[src/hdl/mdm_pkg.sv]
package mdm_pkg;

  // ----------------------------------------------------------------
  // Operation codes on the op port
  // ----------------------------------------------------------------
  localparam logic [2:0] MDM_OP_MUL8  = 3'h0;
  localparam logic [2:0] MDM_OP_MUL16 = 3'h1;
  localparam logic [2:0] MDM_OP_DIV16 = 3'h2;
  localparam logic [2:0] MDM_OP_DIV32 = 3'h3;
  localparam logic [2:0] MDM_OP_MAC   = 3'h4;

  // ----------------------------------------------------------------
  // Execution lengths in clock cycles, start edge included
  // ----------------------------------------------------------------
  localparam int MDM_CYC_MUL8  = 1;
  localparam int MDM_CYC_MUL16 = 2;
  localparam int MDM_CYC_DIV16 = 9;
  localparam int MDM_CYC_DIV32 = 17;
  localparam int MDM_CYC_MAC   = 3;

  // ----------------------------------------------------------------
  // Divider shape: quotient bits retired per clock
  // ----------------------------------------------------------------
  localparam int MDM_DIV_BITS_PER_CYC = 2;
  // One cycle of the divide budget is spent copying the result out
  localparam int MDM_DIV16_STEPS = MDM_CYC_DIV16 - 1;
  localparam int MDM_DIV32_STEPS = MDM_CYC_DIV32 - 1;

  // ----------------------------------------------------------------
  // Reset values
  // ----------------------------------------------------------------
  localparam logic [31:0] MDM_RESULT_RST = 32'h0000_0000;
  localparam logic [4:0]  MDM_CNT_RST    = 5'h00;

endpackage

[src/hdl/mdm_exec_unit.sv]
`timescale 1ns/100ps

module mdm_exec_unit
  import mdm_pkg::*;
(
  // Clock and reset
  input  wire logic        clk,
  input  wire logic        reset,
  // Issue from the decoder
  input  wire logic        start,
  input  wire logic [2:0]  op,
  input  wire logic        sgn,
  input  wire logic [31:0] opa,
  input  wire logic [31:0] opb,
  input  wire logic [31:0] acc_in,
  // Write-back and pipeline control
  output logic             busy_r,
  output logic             done_r,
  output logic [31:0]      result_lo_r,
  output logic [31:0]      result_hi_r,
  output logic             carry_r
);

  // ----------------------------------------------------------------
  // Local types and signals
  // ----------------------------------------------------------------
  typedef enum logic [2:0] {
    MDM_IDLE,
    MDM_MUL16,
    MDM_MAC_PROD,
    MDM_MAC_ADD,
    MDM_DIV_RUN
  } mdm_state_t;

  mdm_state_t  state_r;
  mdm_state_t  state_nxt;
  logic [15:0] a_r;
  logic [15:0] a_nxt;
  logic [15:0] b_r;
  logic [15:0] b_nxt;
  logic [31:0] acc_r;
  logic [31:0] acc_nxt;
  logic [31:0] prod_r;
  logic [31:0] prod_nxt;
  logic        sgn_r;
  logic        sgn_nxt;
  logic        busy_nxt;
  logic        done_nxt;
  logic [31:0] result_lo_nxt;
  logic [31:0] result_hi_nxt;
  logic        carry_nxt;
  logic        div_load;
  logic        div_half;
  logic [31:0] div_quot;
  logic [31:0] div_rem;
  logic        div_done;
  logic [17:0] mul8_full;
  logic [33:0] mul16_full;
  logic [32:0] mac_sum;
  logic        mac_flow;
  logic        issue;

  // ----------------------------------------------------------------
  // Arithmetic
  // ----------------------------------------------------------------
  // Operands are widened by one bit so one signed multiplier covers both signs
  assign mul8_full  = 18'($signed({sgn & opa[7], opa[7:0]}) * $signed({sgn & opb[7], opb[7:0]}));
  assign mul16_full = 34'($signed({sgn_r & a_r[15], a_r}) * $signed({sgn_r & b_r[15], b_r}));

  // Carry out for unsigned, sign clash for signed: both overflow and underflow
  assign mac_sum  = {1'b0, acc_r} + {1'b0, prod_r};
  assign mac_flow = sgn_r ? ((acc_r[31] == prod_r[31]) && (mac_sum[31] != acc_r[31]))
                          : mac_sum[32];

  // ----------------------------------------------------------------
  // Divider
  // ----------------------------------------------------------------
  // A new issue is only accepted while idle, so busy_r holds the pipeline
  assign issue    = start && (state_r == MDM_IDLE);
  assign div_load = issue && ((op == MDM_OP_DIV16) || (op == MDM_OP_DIV32));
  assign div_half = (op == MDM_OP_DIV16);

  mdm_divider u_divider
  (
    .clk      (clk),
    .reset    (reset),
    .load     (div_load),
    .half     (div_half),
    .dividend (opa),
    .divisor  (opb),
    .quot_r   (div_quot),
    .rem_r    (div_rem),
    .done_r   (div_done)
  );

  // ----------------------------------------------------------------
  // Sequencer next state
  // ----------------------------------------------------------------
  // No interrupt request exists here; status only reaches carry_r
  always_comb
  begin
    state_nxt     = state_r;
    a_nxt         = a_r;
    b_nxt         = b_r;
    acc_nxt       = acc_r;
    prod_nxt      = prod_r;
    sgn_nxt       = sgn_r;
    busy_nxt      = busy_r;
    done_nxt      = 1'b0;
    result_lo_nxt = result_lo_r;
    result_hi_nxt = result_hi_r;
    carry_nxt     = carry_r;
    case (state_r)
      MDM_IDLE:
      begin
        if (issue)
        begin
          a_nxt   = opa[15:0];
          b_nxt   = opb[15:0];
          acc_nxt = acc_in;
          sgn_nxt = sgn;
          case (op)
            MDM_OP_MUL8:
            begin
              result_lo_nxt = {16'h0000, mul8_full[15:0]};
              result_hi_nxt = MDM_RESULT_RST;
              done_nxt      = 1'b1;
            end
            MDM_OP_MUL16:
            begin
              state_nxt = MDM_MUL16;
              busy_nxt  = 1'b1;
            end
            MDM_OP_DIV16, MDM_OP_DIV32:
            begin
              state_nxt = MDM_DIV_RUN;
              busy_nxt  = 1'b1;
            end
            MDM_OP_MAC:
            begin
              state_nxt = MDM_MAC_PROD;
              busy_nxt  = 1'b1;
            end
            default:
            begin
              // Unknown codes complete at once with the result unchanged
              done_nxt = 1'b1;
            end
          endcase
        end
      end
      MDM_MUL16:
      begin
        result_lo_nxt = mul16_full[31:0];
        result_hi_nxt = MDM_RESULT_RST;
        done_nxt      = 1'b1;
        busy_nxt      = 1'b0;
        state_nxt     = MDM_IDLE;
      end
      MDM_MAC_PROD:
      begin
        // Product is registered first so the adder sees a short path
        prod_nxt  = mul16_full[31:0];
        state_nxt = MDM_MAC_ADD;
      end
      MDM_MAC_ADD:
      begin
        result_lo_nxt = mac_sum[31:0];
        result_hi_nxt = MDM_RESULT_RST;
        carry_nxt     = mac_flow;
        done_nxt      = 1'b1;
        busy_nxt      = 1'b0;
        state_nxt     = MDM_IDLE;
      end
      MDM_DIV_RUN:
      begin
        // The divider's done edge is the copy cycle; a separate state would cost one clock too many
        if (div_done)
        begin
          result_lo_nxt = div_quot;
          result_hi_nxt = div_rem;
          done_nxt      = 1'b1;
          busy_nxt      = 1'b0;
          state_nxt     = MDM_IDLE;
        end
      end
      default:
      begin
        state_nxt = MDM_IDLE;
        busy_nxt  = 1'b0;
      end
    endcase
  end

  // ----------------------------------------------------------------
  // Sequencer registers
  // ----------------------------------------------------------------
  always_ff @(posedge clk or posedge reset)
  begin
    if (reset)
    begin
      state_r     <= MDM_IDLE;
      a_r         <= 16'h0000;
      b_r         <= 16'h0000;
      acc_r       <= MDM_RESULT_RST;
      prod_r      <= MDM_RESULT_RST;
      sgn_r       <= 1'b0;
      busy_r      <= 1'b0;
      done_r      <= 1'b0;
      result_lo_r <= MDM_RESULT_RST;
      result_hi_r <= MDM_RESULT_RST;
      carry_r     <= 1'b0;
    end
    else
    begin
      state_r     <= state_nxt;
      a_r         <= a_nxt;
      b_r         <= b_nxt;
      acc_r       <= acc_nxt;
      prod_r      <= prod_nxt;
      sgn_r       <= sgn_nxt;
      busy_r      <= busy_nxt;
      done_r      <= done_nxt;
      result_lo_r <= result_lo_nxt;
      result_hi_r <= result_hi_nxt;
      carry_r     <= carry_nxt;
    end
  end

endmodule // mdm_exec_unit

[src/hdl/mdm_divider.sv]
`timescale 1ns/100ps

module mdm_divider
  import mdm_pkg::*;
(
  // Clock and reset
  input  wire logic        clk,
  input  wire logic        reset,
  // Request
  input  wire logic        load,
  input  wire logic        half,
  input  wire logic [31:0] dividend,
  input  wire logic [31:0] divisor,
  // Answer
  output logic [31:0]      quot_r,
  output logic [31:0]      rem_r,
  output logic             done_r
);

  // ----------------------------------------------------------------
  // Restoring divide step, several bits per clock
  // ----------------------------------------------------------------
  function automatic logic [63:0] mdm_step(input logic [31:0] r, input logic [31:0] q,
                                           input logic [31:0] d);
    logic [32:0] part;
    logic [31:0] rr;
    logic [31:0] qq;
    logic        ge;
    rr = r;
    qq = q;
    for (int i = 0; i < MDM_DIV_BITS_PER_CYC; i++)
    begin
      part = {rr, qq[31]};
      ge   = (part >= {1'b0, d});
      if (ge)
      begin
        part = part - {1'b0, d};
      end
      rr = part[31:0];
      qq = {qq[30:0], ge};
    end
    return {rr, qq};
  endfunction

  logic [31:0] quot_nxt;
  logic [31:0] rem_nxt;
  logic [31:0] dvs_r;
  logic [31:0] dvs_nxt;
  logic [4:0]  cnt_r;
  logic [4:0]  cnt_nxt;
  logic        run_r;
  logic        run_nxt;
  logic        done_nxt;
  logic [31:0] load_q;
  logic [31:0] load_d;
  logic [63:0] step_load;
  logic [63:0] step_run;

  // ----------------------------------------------------------------
  // Next state
  // ----------------------------------------------------------------
  // Half width parks the dividend high so its MSB leaves first
  assign load_q    = half ? {dividend[15:0], 16'h0000} : dividend;
  assign load_d    = half ? {16'h0000, divisor[15:0]} : divisor;
  assign step_load = mdm_step(32'h0000_0000, load_q, load_d);
  assign step_run  = mdm_step(rem_r, quot_r, dvs_r);

  // First step is taken on the load edge to fit the cycle budget
  always_comb
  begin
    quot_nxt = quot_r;
    rem_nxt  = rem_r;
    dvs_nxt  = dvs_r;
    cnt_nxt  = cnt_r;
    run_nxt  = run_r;
    done_nxt = 1'b0;
    if (load)
    begin
      dvs_nxt  = load_d;
      rem_nxt  = step_load[63:32];
      quot_nxt = step_load[31:0];
      // One step per clock: the load edge and the last step at zero both count
      cnt_nxt  = half ? 5'(MDM_DIV16_STEPS - 2)
                      : 5'(MDM_DIV32_STEPS - 2);
      run_nxt  = 1'b1;
    end
    else if (run_r)
    begin
      rem_nxt  = step_run[63:32];
      quot_nxt = step_run[31:0];
      cnt_nxt  = cnt_r - 5'h01;
      if (cnt_r == MDM_CNT_RST)
      begin
        run_nxt  = 1'b0;
        done_nxt = 1'b1;
      end
    end
  end

  // ----------------------------------------------------------------
  // Registers
  // ----------------------------------------------------------------
  always_ff @(posedge clk or posedge reset)
  begin
    if (reset)
    begin
      quot_r <= MDM_RESULT_RST;
      rem_r  <= MDM_RESULT_RST;
      dvs_r  <= MDM_RESULT_RST;
      cnt_r  <= MDM_CNT_RST;
      run_r  <= 1'b0;
      done_r <= 1'b0;
    end
    else
    begin
      quot_r <= quot_nxt;
      rem_r  <= rem_nxt;
      dvs_r  <= dvs_nxt;
      cnt_r  <= cnt_nxt;
      run_r  <= run_nxt;
      done_r <= done_nxt;
    end
  end

endmodule // mdm_divider

[config.mk]
export PLATFORM = sky130hd
export DESIGN_NAME = mdm_exec_unit
export DESIGN_NICKNAME = d
export VERILOG_FILES = /design/src/hdl/mdm_pkg.sv /design/src/hdl/mdm_exec_unit.sv /design/src/hdl/mdm_divider.sv
export SDC_FILE = /design/constraint.sdc
export NUM_CORES = 2
export LEC_CHECK = 0
export ABC_AREA = 1
export ABC_CLOCK_PERIOD_IN_PS = 21400
export BUFFER_PORTS_ARGS = -buffer_cell sky130_fd_sc_hd__clkbuf_2
export CAP_MARGIN = 20
export CORE_UTILIZATION = 60
export CTS_BUF_LIST = sky130_fd_sc_hd__clkbuf_4 sky130_fd_sc_hd__clkbuf_8 sky130_fd_sc_hd__clkbuf_16
export DETAILED_ROUTE_END_ITERATION = 10
export PLACE_DENSITY = 0.78
export SLEW_MARGIN = 40
export SYNTH_ARGS = -nofsm -noshare
export SYNTH_HDL_FRONTEND = slang
export SYNTH_SLANG_ARGS = --single-unit
[constraint.sdc]
create_clock -name clk -period 21.4 [get_ports clk]
set_input_delay 3.21 -clock clk [delete_from_list [all_inputs] [get_ports clk]]
set_output_delay 3.21 -clock clk [all_outputs]
set_load 0.02 [all_outputs]
# Word-level counts from Yosys, hierarchy flattened
# Index checks and enable logic that the tools add are counted.
[totals] inputBits=103 reg_bits=270 output_inout_bits=67
[op_classes] n_lt_le_gt_ge=4 add_sub_neg=6 eq_ne=15 muxes=40 n_reduce_logical=18 bitwise=5 mul=2
[op_table] operator="$mux W32" count=16
[op_table] operator="$pmux W32 S4" count=1
[op_table] operator="$ge A33 B32 Y1" count=3
[op_table] operator="$pmux W32 S3" count=1
[op_table] operator="$sub A32 B32 Y32" count=3
[op_table] operator="$add A32 B32 Y33" count=1
[op_table] operator="$ge A1 B32 Y1" count=1
[op_table] operator="$mul A17 B17 Y32" count=1
[op_table] operator="$sub A1 B32 Y32" count=1
[op_table] operator="$pmux W3 S3" count=2
[op_table] operator="$mul A9 B9 Y16" count=1
[op_table] operator="$mux W1" count=13
[op_table] operator="$eq A3 B2 Y1 const B" count=4
[op_table] operator="$reduce_and A4 Y1" count=3
[op_table] operator="$mux W5" count=2
[op_table] operator="$eq A3 B1 Y1 const B" count=2
[op_table] operator="$eq A3 B3 Y1 const B" count=2
[op_table] operator="$logic_not A3 Y1" count=2
[op_table] operator="$mux W3" count=2
[op_table] operator="$pmux W1 S3" count=2
[op_table] operator="$logic_not A5 Y1" count=1
[op_table] operator="$sub A5 B1 Y5 const B" count=1
[op_table] operator="$and A1 B1 Y1" count=4
[op_table] operator="$mux W4" count=1
[op_table] operator="other kinds (15)" count=20

# Depth between registers and ports, before layout
[depth] ltp_word=7 depth_mapped=34 mapped_depth_nobuf=32

# Modules after synthesis
# Synthesis repeated with hierarchy kept, for this count alone.
[unflattened] cells_unflattened=4981 area_unflattened_um2=35404.0
[modules_own_cells] module="mdm_exec_unit" area_each_um2=23356.2 cells_each=3069 seq_area_each_um2=4179.0 instances=1
[modules_own_cells] module="mdm_divider" area_each_um2=12047.8 cells_each=1912 seq_area_each_um2=2577.5 instances=1

# Least setup slack after synthesis
# Ideal clock, no wire load.
[synth_path] path_kind="in2reg" from="in opa[7]" to="reg result_lo_r[13]" stages=24 setup_slack_ns=13.277 setup_time_ns=0.116 n_path_buf=1 t_arrival_ns=8.006 t_required_ns=21.284 path_cell_list="clkbuf_1 -> nand2_1 -> nor2_1 -> inv_1 -> fa_1 -> inv_1 -> fa_1 -> inv_1 -> fa_1 -> inv_1 -> fa_1 -> fa_1 -> ha_1 -> a21oi_1 -> nand2_1 -> a21oi_1 -> nor2_1 -> o21ai_0 -> nand2_1 -> xor2_1 -> o21ai_0 -> inv_1 -> nand2_1 -> nand2_1"
[synth_via] elab_chain_cells=5
[synth_lines] element="from (decl)" line="mdm_exec_unit.sv:13" source="input wire logic [31:0] opa,"
[synth_lines] element="$and A1 B1 Y1" line="mdm_exec_unit.sv:67" source="assign mul8_full = 18'($signed({sgn & opa[7], opa[7:0]}) * $signed({sgn & opb[7], opb[7:0]}));"
[synth_lines] element="$mul A9 B9 Y16 (*)" line="mdm_exec_unit.sv:67"
[synth_lines] element="$mux W32 (*)" line="mdm_exec_unit.sv:122" source="case (op)"
[synth_lines] element="$mux W32 (*)" line="mdm_exec_unit.sv:116" source="if (issue)"
[synth_lines] element="$pmux W32 S4 (*)" line="mdm_exec_unit.sv:113" source="case (state_r)"
[synth_lines] element="to (signal assigned)" line="mdm_exec_unit.sv:224" source="result_lo_r <= result_lo_nxt;"
[synth_lines] element="to (decl)" line="mdm_exec_unit.sv:19" source="output logic [31:0] result_lo_r,"
# Every way passes the cells marked *; elsewhere a longest branch is shown, timed or not. The select of a mux whose other input is x is not followed.
# A chain may end at the register's enable or synchronous reset.

# Worst setup path after layout
# Ends and elaborated chain as after synthesis.

==> metrics <==
run status finished clean; ratio of final minimum period to clock period between 30 and 40%; dominant cell type by area after synthesis sky130_fd_sc_hd__fa_1; Post-synth EDFFs 0; combinational family with the most area after synthesis adder cells; ANT nets after route 0; commonest cells after routing, fill and taps aside sky130_fd_sc_hd__nand2_1, sky130_fd_sc_hd__inv_1, sky130_fd_sc_hd__fa_1, sky130_fd_sc_hd__nor2_1, sky130_fd_sc_hd__dfrtp_1; vias per inst approximately 5.7; most common cell after layout, fill and taps aside sky130_fd_sc_hd__nand2_1; Slew Viols, Final 0; gp weighted congestion between 1 and 1.5; top-level port count 170; final-stage net count roughly 5800; number of buffers created by CTS 34; sequential area share after synthesis 19.2%; fraction of synthesized cell area taken by the top area cell type 19.8%; mean instance size in the synthesized netlist about 6.9 um^2; Register Area 6760 um^2; biggest fanout along the worst timing path 11; die boundary height ~240 um; first-pass iteration count of the detailed router 6; type of the setup path with the least slack in2reg; fraction of registers with async set or reset after synthesis 100%; post-layout util approximately 65%; row count 88; largest buffer count on any clock path 3; CTS tree yes; total via count in the routed design approximately 34000; dominant cells by area after synthesis sky130_fd_sc_hd__fa_1, sky130_fd_sc_hd__dfrtp_1, sky130_fd_sc_hd__nand2_1; Initial Util 61.0%; share of synthesized area spent on multiplexers 0%; Worst Hold Endpoint result_lo_r[16]; wire length of the first global-routing pass around 190000 um; Synthesis Warnings 0; WL/cell roughly 21 um; HP Class reg2reg; setup repair after global routing missed its margin false; type of element capturing the critical path flip-flop; top achievable clock speed roughly 130 MHz; Synth Area in Compound Gates a little over a tenth; minimum clock period around 8 ns; summed negative setup slack over all endpoints 0 ns; flop2flop setup slack between 10 and 15 ns; largest net degree at the start of global routing around 140; clock root buffer sky130_fd_sc_hd__clkbuf_16; clock skew around 0.034 ns; post-synthesis instance area ~35000 um^2; Hold Vio Cnt, Final 0; slew at the pin closest to its max-slew limit approximately 0.96 ns; Post-Synth Adder-Cell Area between 20 and 30%; layout filler cell count ~5400; data arrival time of the worst path 8.35 ns; post-layout instance count excluding filler cells around 5900; CTS Hold Bufs 0; hpwl dp approximately 100000 um; Critical R2R Capture result_lo_r[31]; clock transition time at the flip-flop clock pins of the worst setup and hold paths 0.05 ns; XOR/XNOR Fraction of Synth Area 2.66%; multi-input combinational cell area 23900 um^2; Post-Synthesis Net Count 5771; cell count of the worst reg-to-reg path 23; number of buffers added for setup after CTS 0; Routed Wire Length about 120000 um; overall global routing resource usage 42.4%; violation count after the first detailed-routing iteration about 3200; antenna violations before repair 2; synthesized-area fraction occupied by and/or/nand/nor cells roughly 26%; startpoint of the worst register-to-register path a_r[15]; insertion delay of the later-clocked pin in the worst-skew pair 0.57 ns; Cells after Synth around 5100; Buffers on Ports ~170; Setup Viol. Count Final 0; startpoint of the worst hold path result_lo_r[16]; data required time of the worst path roughly 22 ns; Die Span X 244 um; dpl cells 5849; top_reg_cell synth sky130_fd_sc_hd__dfrtp_1; number of instances resized during post-cts repair 0; relative slew slack 36.1%; type of origin of the critical path input pin; share of cells above drive strength 1 approximately 7%; core footprint about 58000 um^2; H-tree lvl count 2; number of global-route vias before repair between 30000 and 40000; Residual DRC 0; Hold Path Stages 2; floorplan die area 59700 um^2; # Max-Cap Violations 0; count of state elements after synthesis 270; Sinks on Clock Net 270; synthesis-to-finish area growth 7.05%; Remaining Overflow, GRT 0; distinct cell type count after synthesis 55
## flip-flops by register name (all words and copies together), names as in the netlist
register / flops
b_r: 16
u_divider.cnt_r: 5
acc_r: 32
result_lo_r: 32
a_r: 16
u_divider.dvs_r: 32
state_r: 3
done_r: 1
busy_r: 1
carry_r: 1
u_divider.rem_r: 32
prod_r: 32
u_divider.done_r: 1
sgn_r: 1
u_divider.run_r: 1
result_hi_r: 32
u_divider.quot_r: 32
## final cells by class
| class | count | area share [%] |
|---|---|---|
| Antenna cell | 3 | 0.0199 |
| Inverter | 1040 | 10.4 |
| Clock buffer | 44 | 2.50 |
| Clock inverter | 15 | 0.561 |
| Tap cell | 765 | 2.54 |
| Timing Repair Buffer | 191 | 2.82 |
| Multi-Input combinational cell | 3585 | 63.2 |
| Sequential cell | 270 | 17.9 |
## cell usage after synthesis, types with 36 or more instances
cell type,n
sky130_fd_sc_hd__ha_1,247
sky130_fd_sc_hd__inv_1,1015
sky130_fd_sc_hd__nand2_1,1533
sky130_fd_sc_hd__clkbuf_1,131
sky130_fd_sc_hd__fa_1,349
sky130_fd_sc_hd__xor2_1,50
sky130_fd_sc_hd__nand4_1,39
sky130_fd_sc_hd__xnor2_1,57
sky130_fd_sc_hd__a21oi_1,199
sky130_fd_sc_hd__nor2_1,312
sky130_fd_sc_hd__o21ai_0,237
sky130_fd_sc_hd__dfrtp_1,270
sky130_fd_sc_hd__nand3_1,234
sky130_fd_sc_hd__nor3_1,36
## routing by layer
layer	vias to the layer above	wire length, um	track usage (%)	part of all wire [%]
met5	-	0	0	0
met4	0	11500	32.9	9.2
met3	471	9440	6.07	7.6
met2	1588	57700	69.6	46
met1	16000	46200	50.3	37
li1	15700	-	-	-
## cell families (layout without fill, tap and decap cells)
| logic type | count (synthesis) | after routing |
|---|---|---|
| compound gates | 649 | 649 |
| xor+xnor | 107 | 107 |
| fa+ha+maj | 596 | 596 |
| buf+inv | 1217 | 1290 |
| flops | 270 | 270 |
| other cells | 0 | 3 |
| simple gates | 2233 | 2233 |
## worst max path at each step
stage	startpoint	end	slack (ns)
3_3_place_gp	opa[7]	result_lo_r[13]	13.00
2_1_floorplan	reset	a_r[0]	10.75
5_1_grt	op[2]	u_divider.rem_r[5]	13.10
4_1_cts	opa[7]	result_lo_r[13]	13.53
6_report	opa[7]	result_lo_r[13]	13.48
3_5_place_dp	opa[7]	result_lo_r[13]	12.93
## metrics by stage
step | hold slack [ns] | setup slack [ns] | cell area [um^2]
final | 0.477 | 13.48 | 37700
after global routing | 0.491 | 13.10 | 37700
after CTS | 0.481 | 13.53 | 37700
after detailed placement | 0.465 | 12.93 | 36500
after global placement | 0.462 | 13.00 | 36500
after floorplan | 0.446 | 10.75 | 35200
## worst max-delay path: stages
cell                       delay, ns
sky130_fd_sc_hd__clkbuf_2       0.20
sky130_fd_sc_hd__nand2_1        0.20
sky130_fd_sc_hd__nor2_1         0.29
sky130_fd_sc_hd__inv_1          0.11
sky130_fd_sc_hd__fa_1           0.54
sky130_fd_sc_hd__inv_1          0.05
sky130_fd_sc_hd__fa_1           0.49
sky130_fd_sc_hd__inv_1          0.05
sky130_fd_sc_hd__fa_1           0.47
sky130_fd_sc_hd__inv_1          0.05
sky130_fd_sc_hd__fa_1           0.55
sky130_fd_sc_hd__fa_1           0.42
sky130_fd_sc_hd__ha_1           0.37
sky130_fd_sc_hd__a21oi_1        0.23
sky130_fd_sc_hd__nand2_1        0.13
sky130_fd_sc_hd__a21oi_1        0.21
sky130_fd_sc_hd__nor2_1         0.07
sky130_fd_sc_hd__o21ai_0        0.15
sky130_fd_sc_hd__nand2_1        0.08
sky130_fd_sc_hd__xor2_1         0.14
sky130_fd_sc_hd__o21ai_0        0.14
sky130_fd_sc_hd__inv_1          0.06
sky130_fd_sc_hd__nand2_1        0.06
sky130_fd_sc_hd__nand2_1        0.05
Power is not shown: default switching activity piles up to over one toggle a cycle in this logic, so the estimate is an artifact.
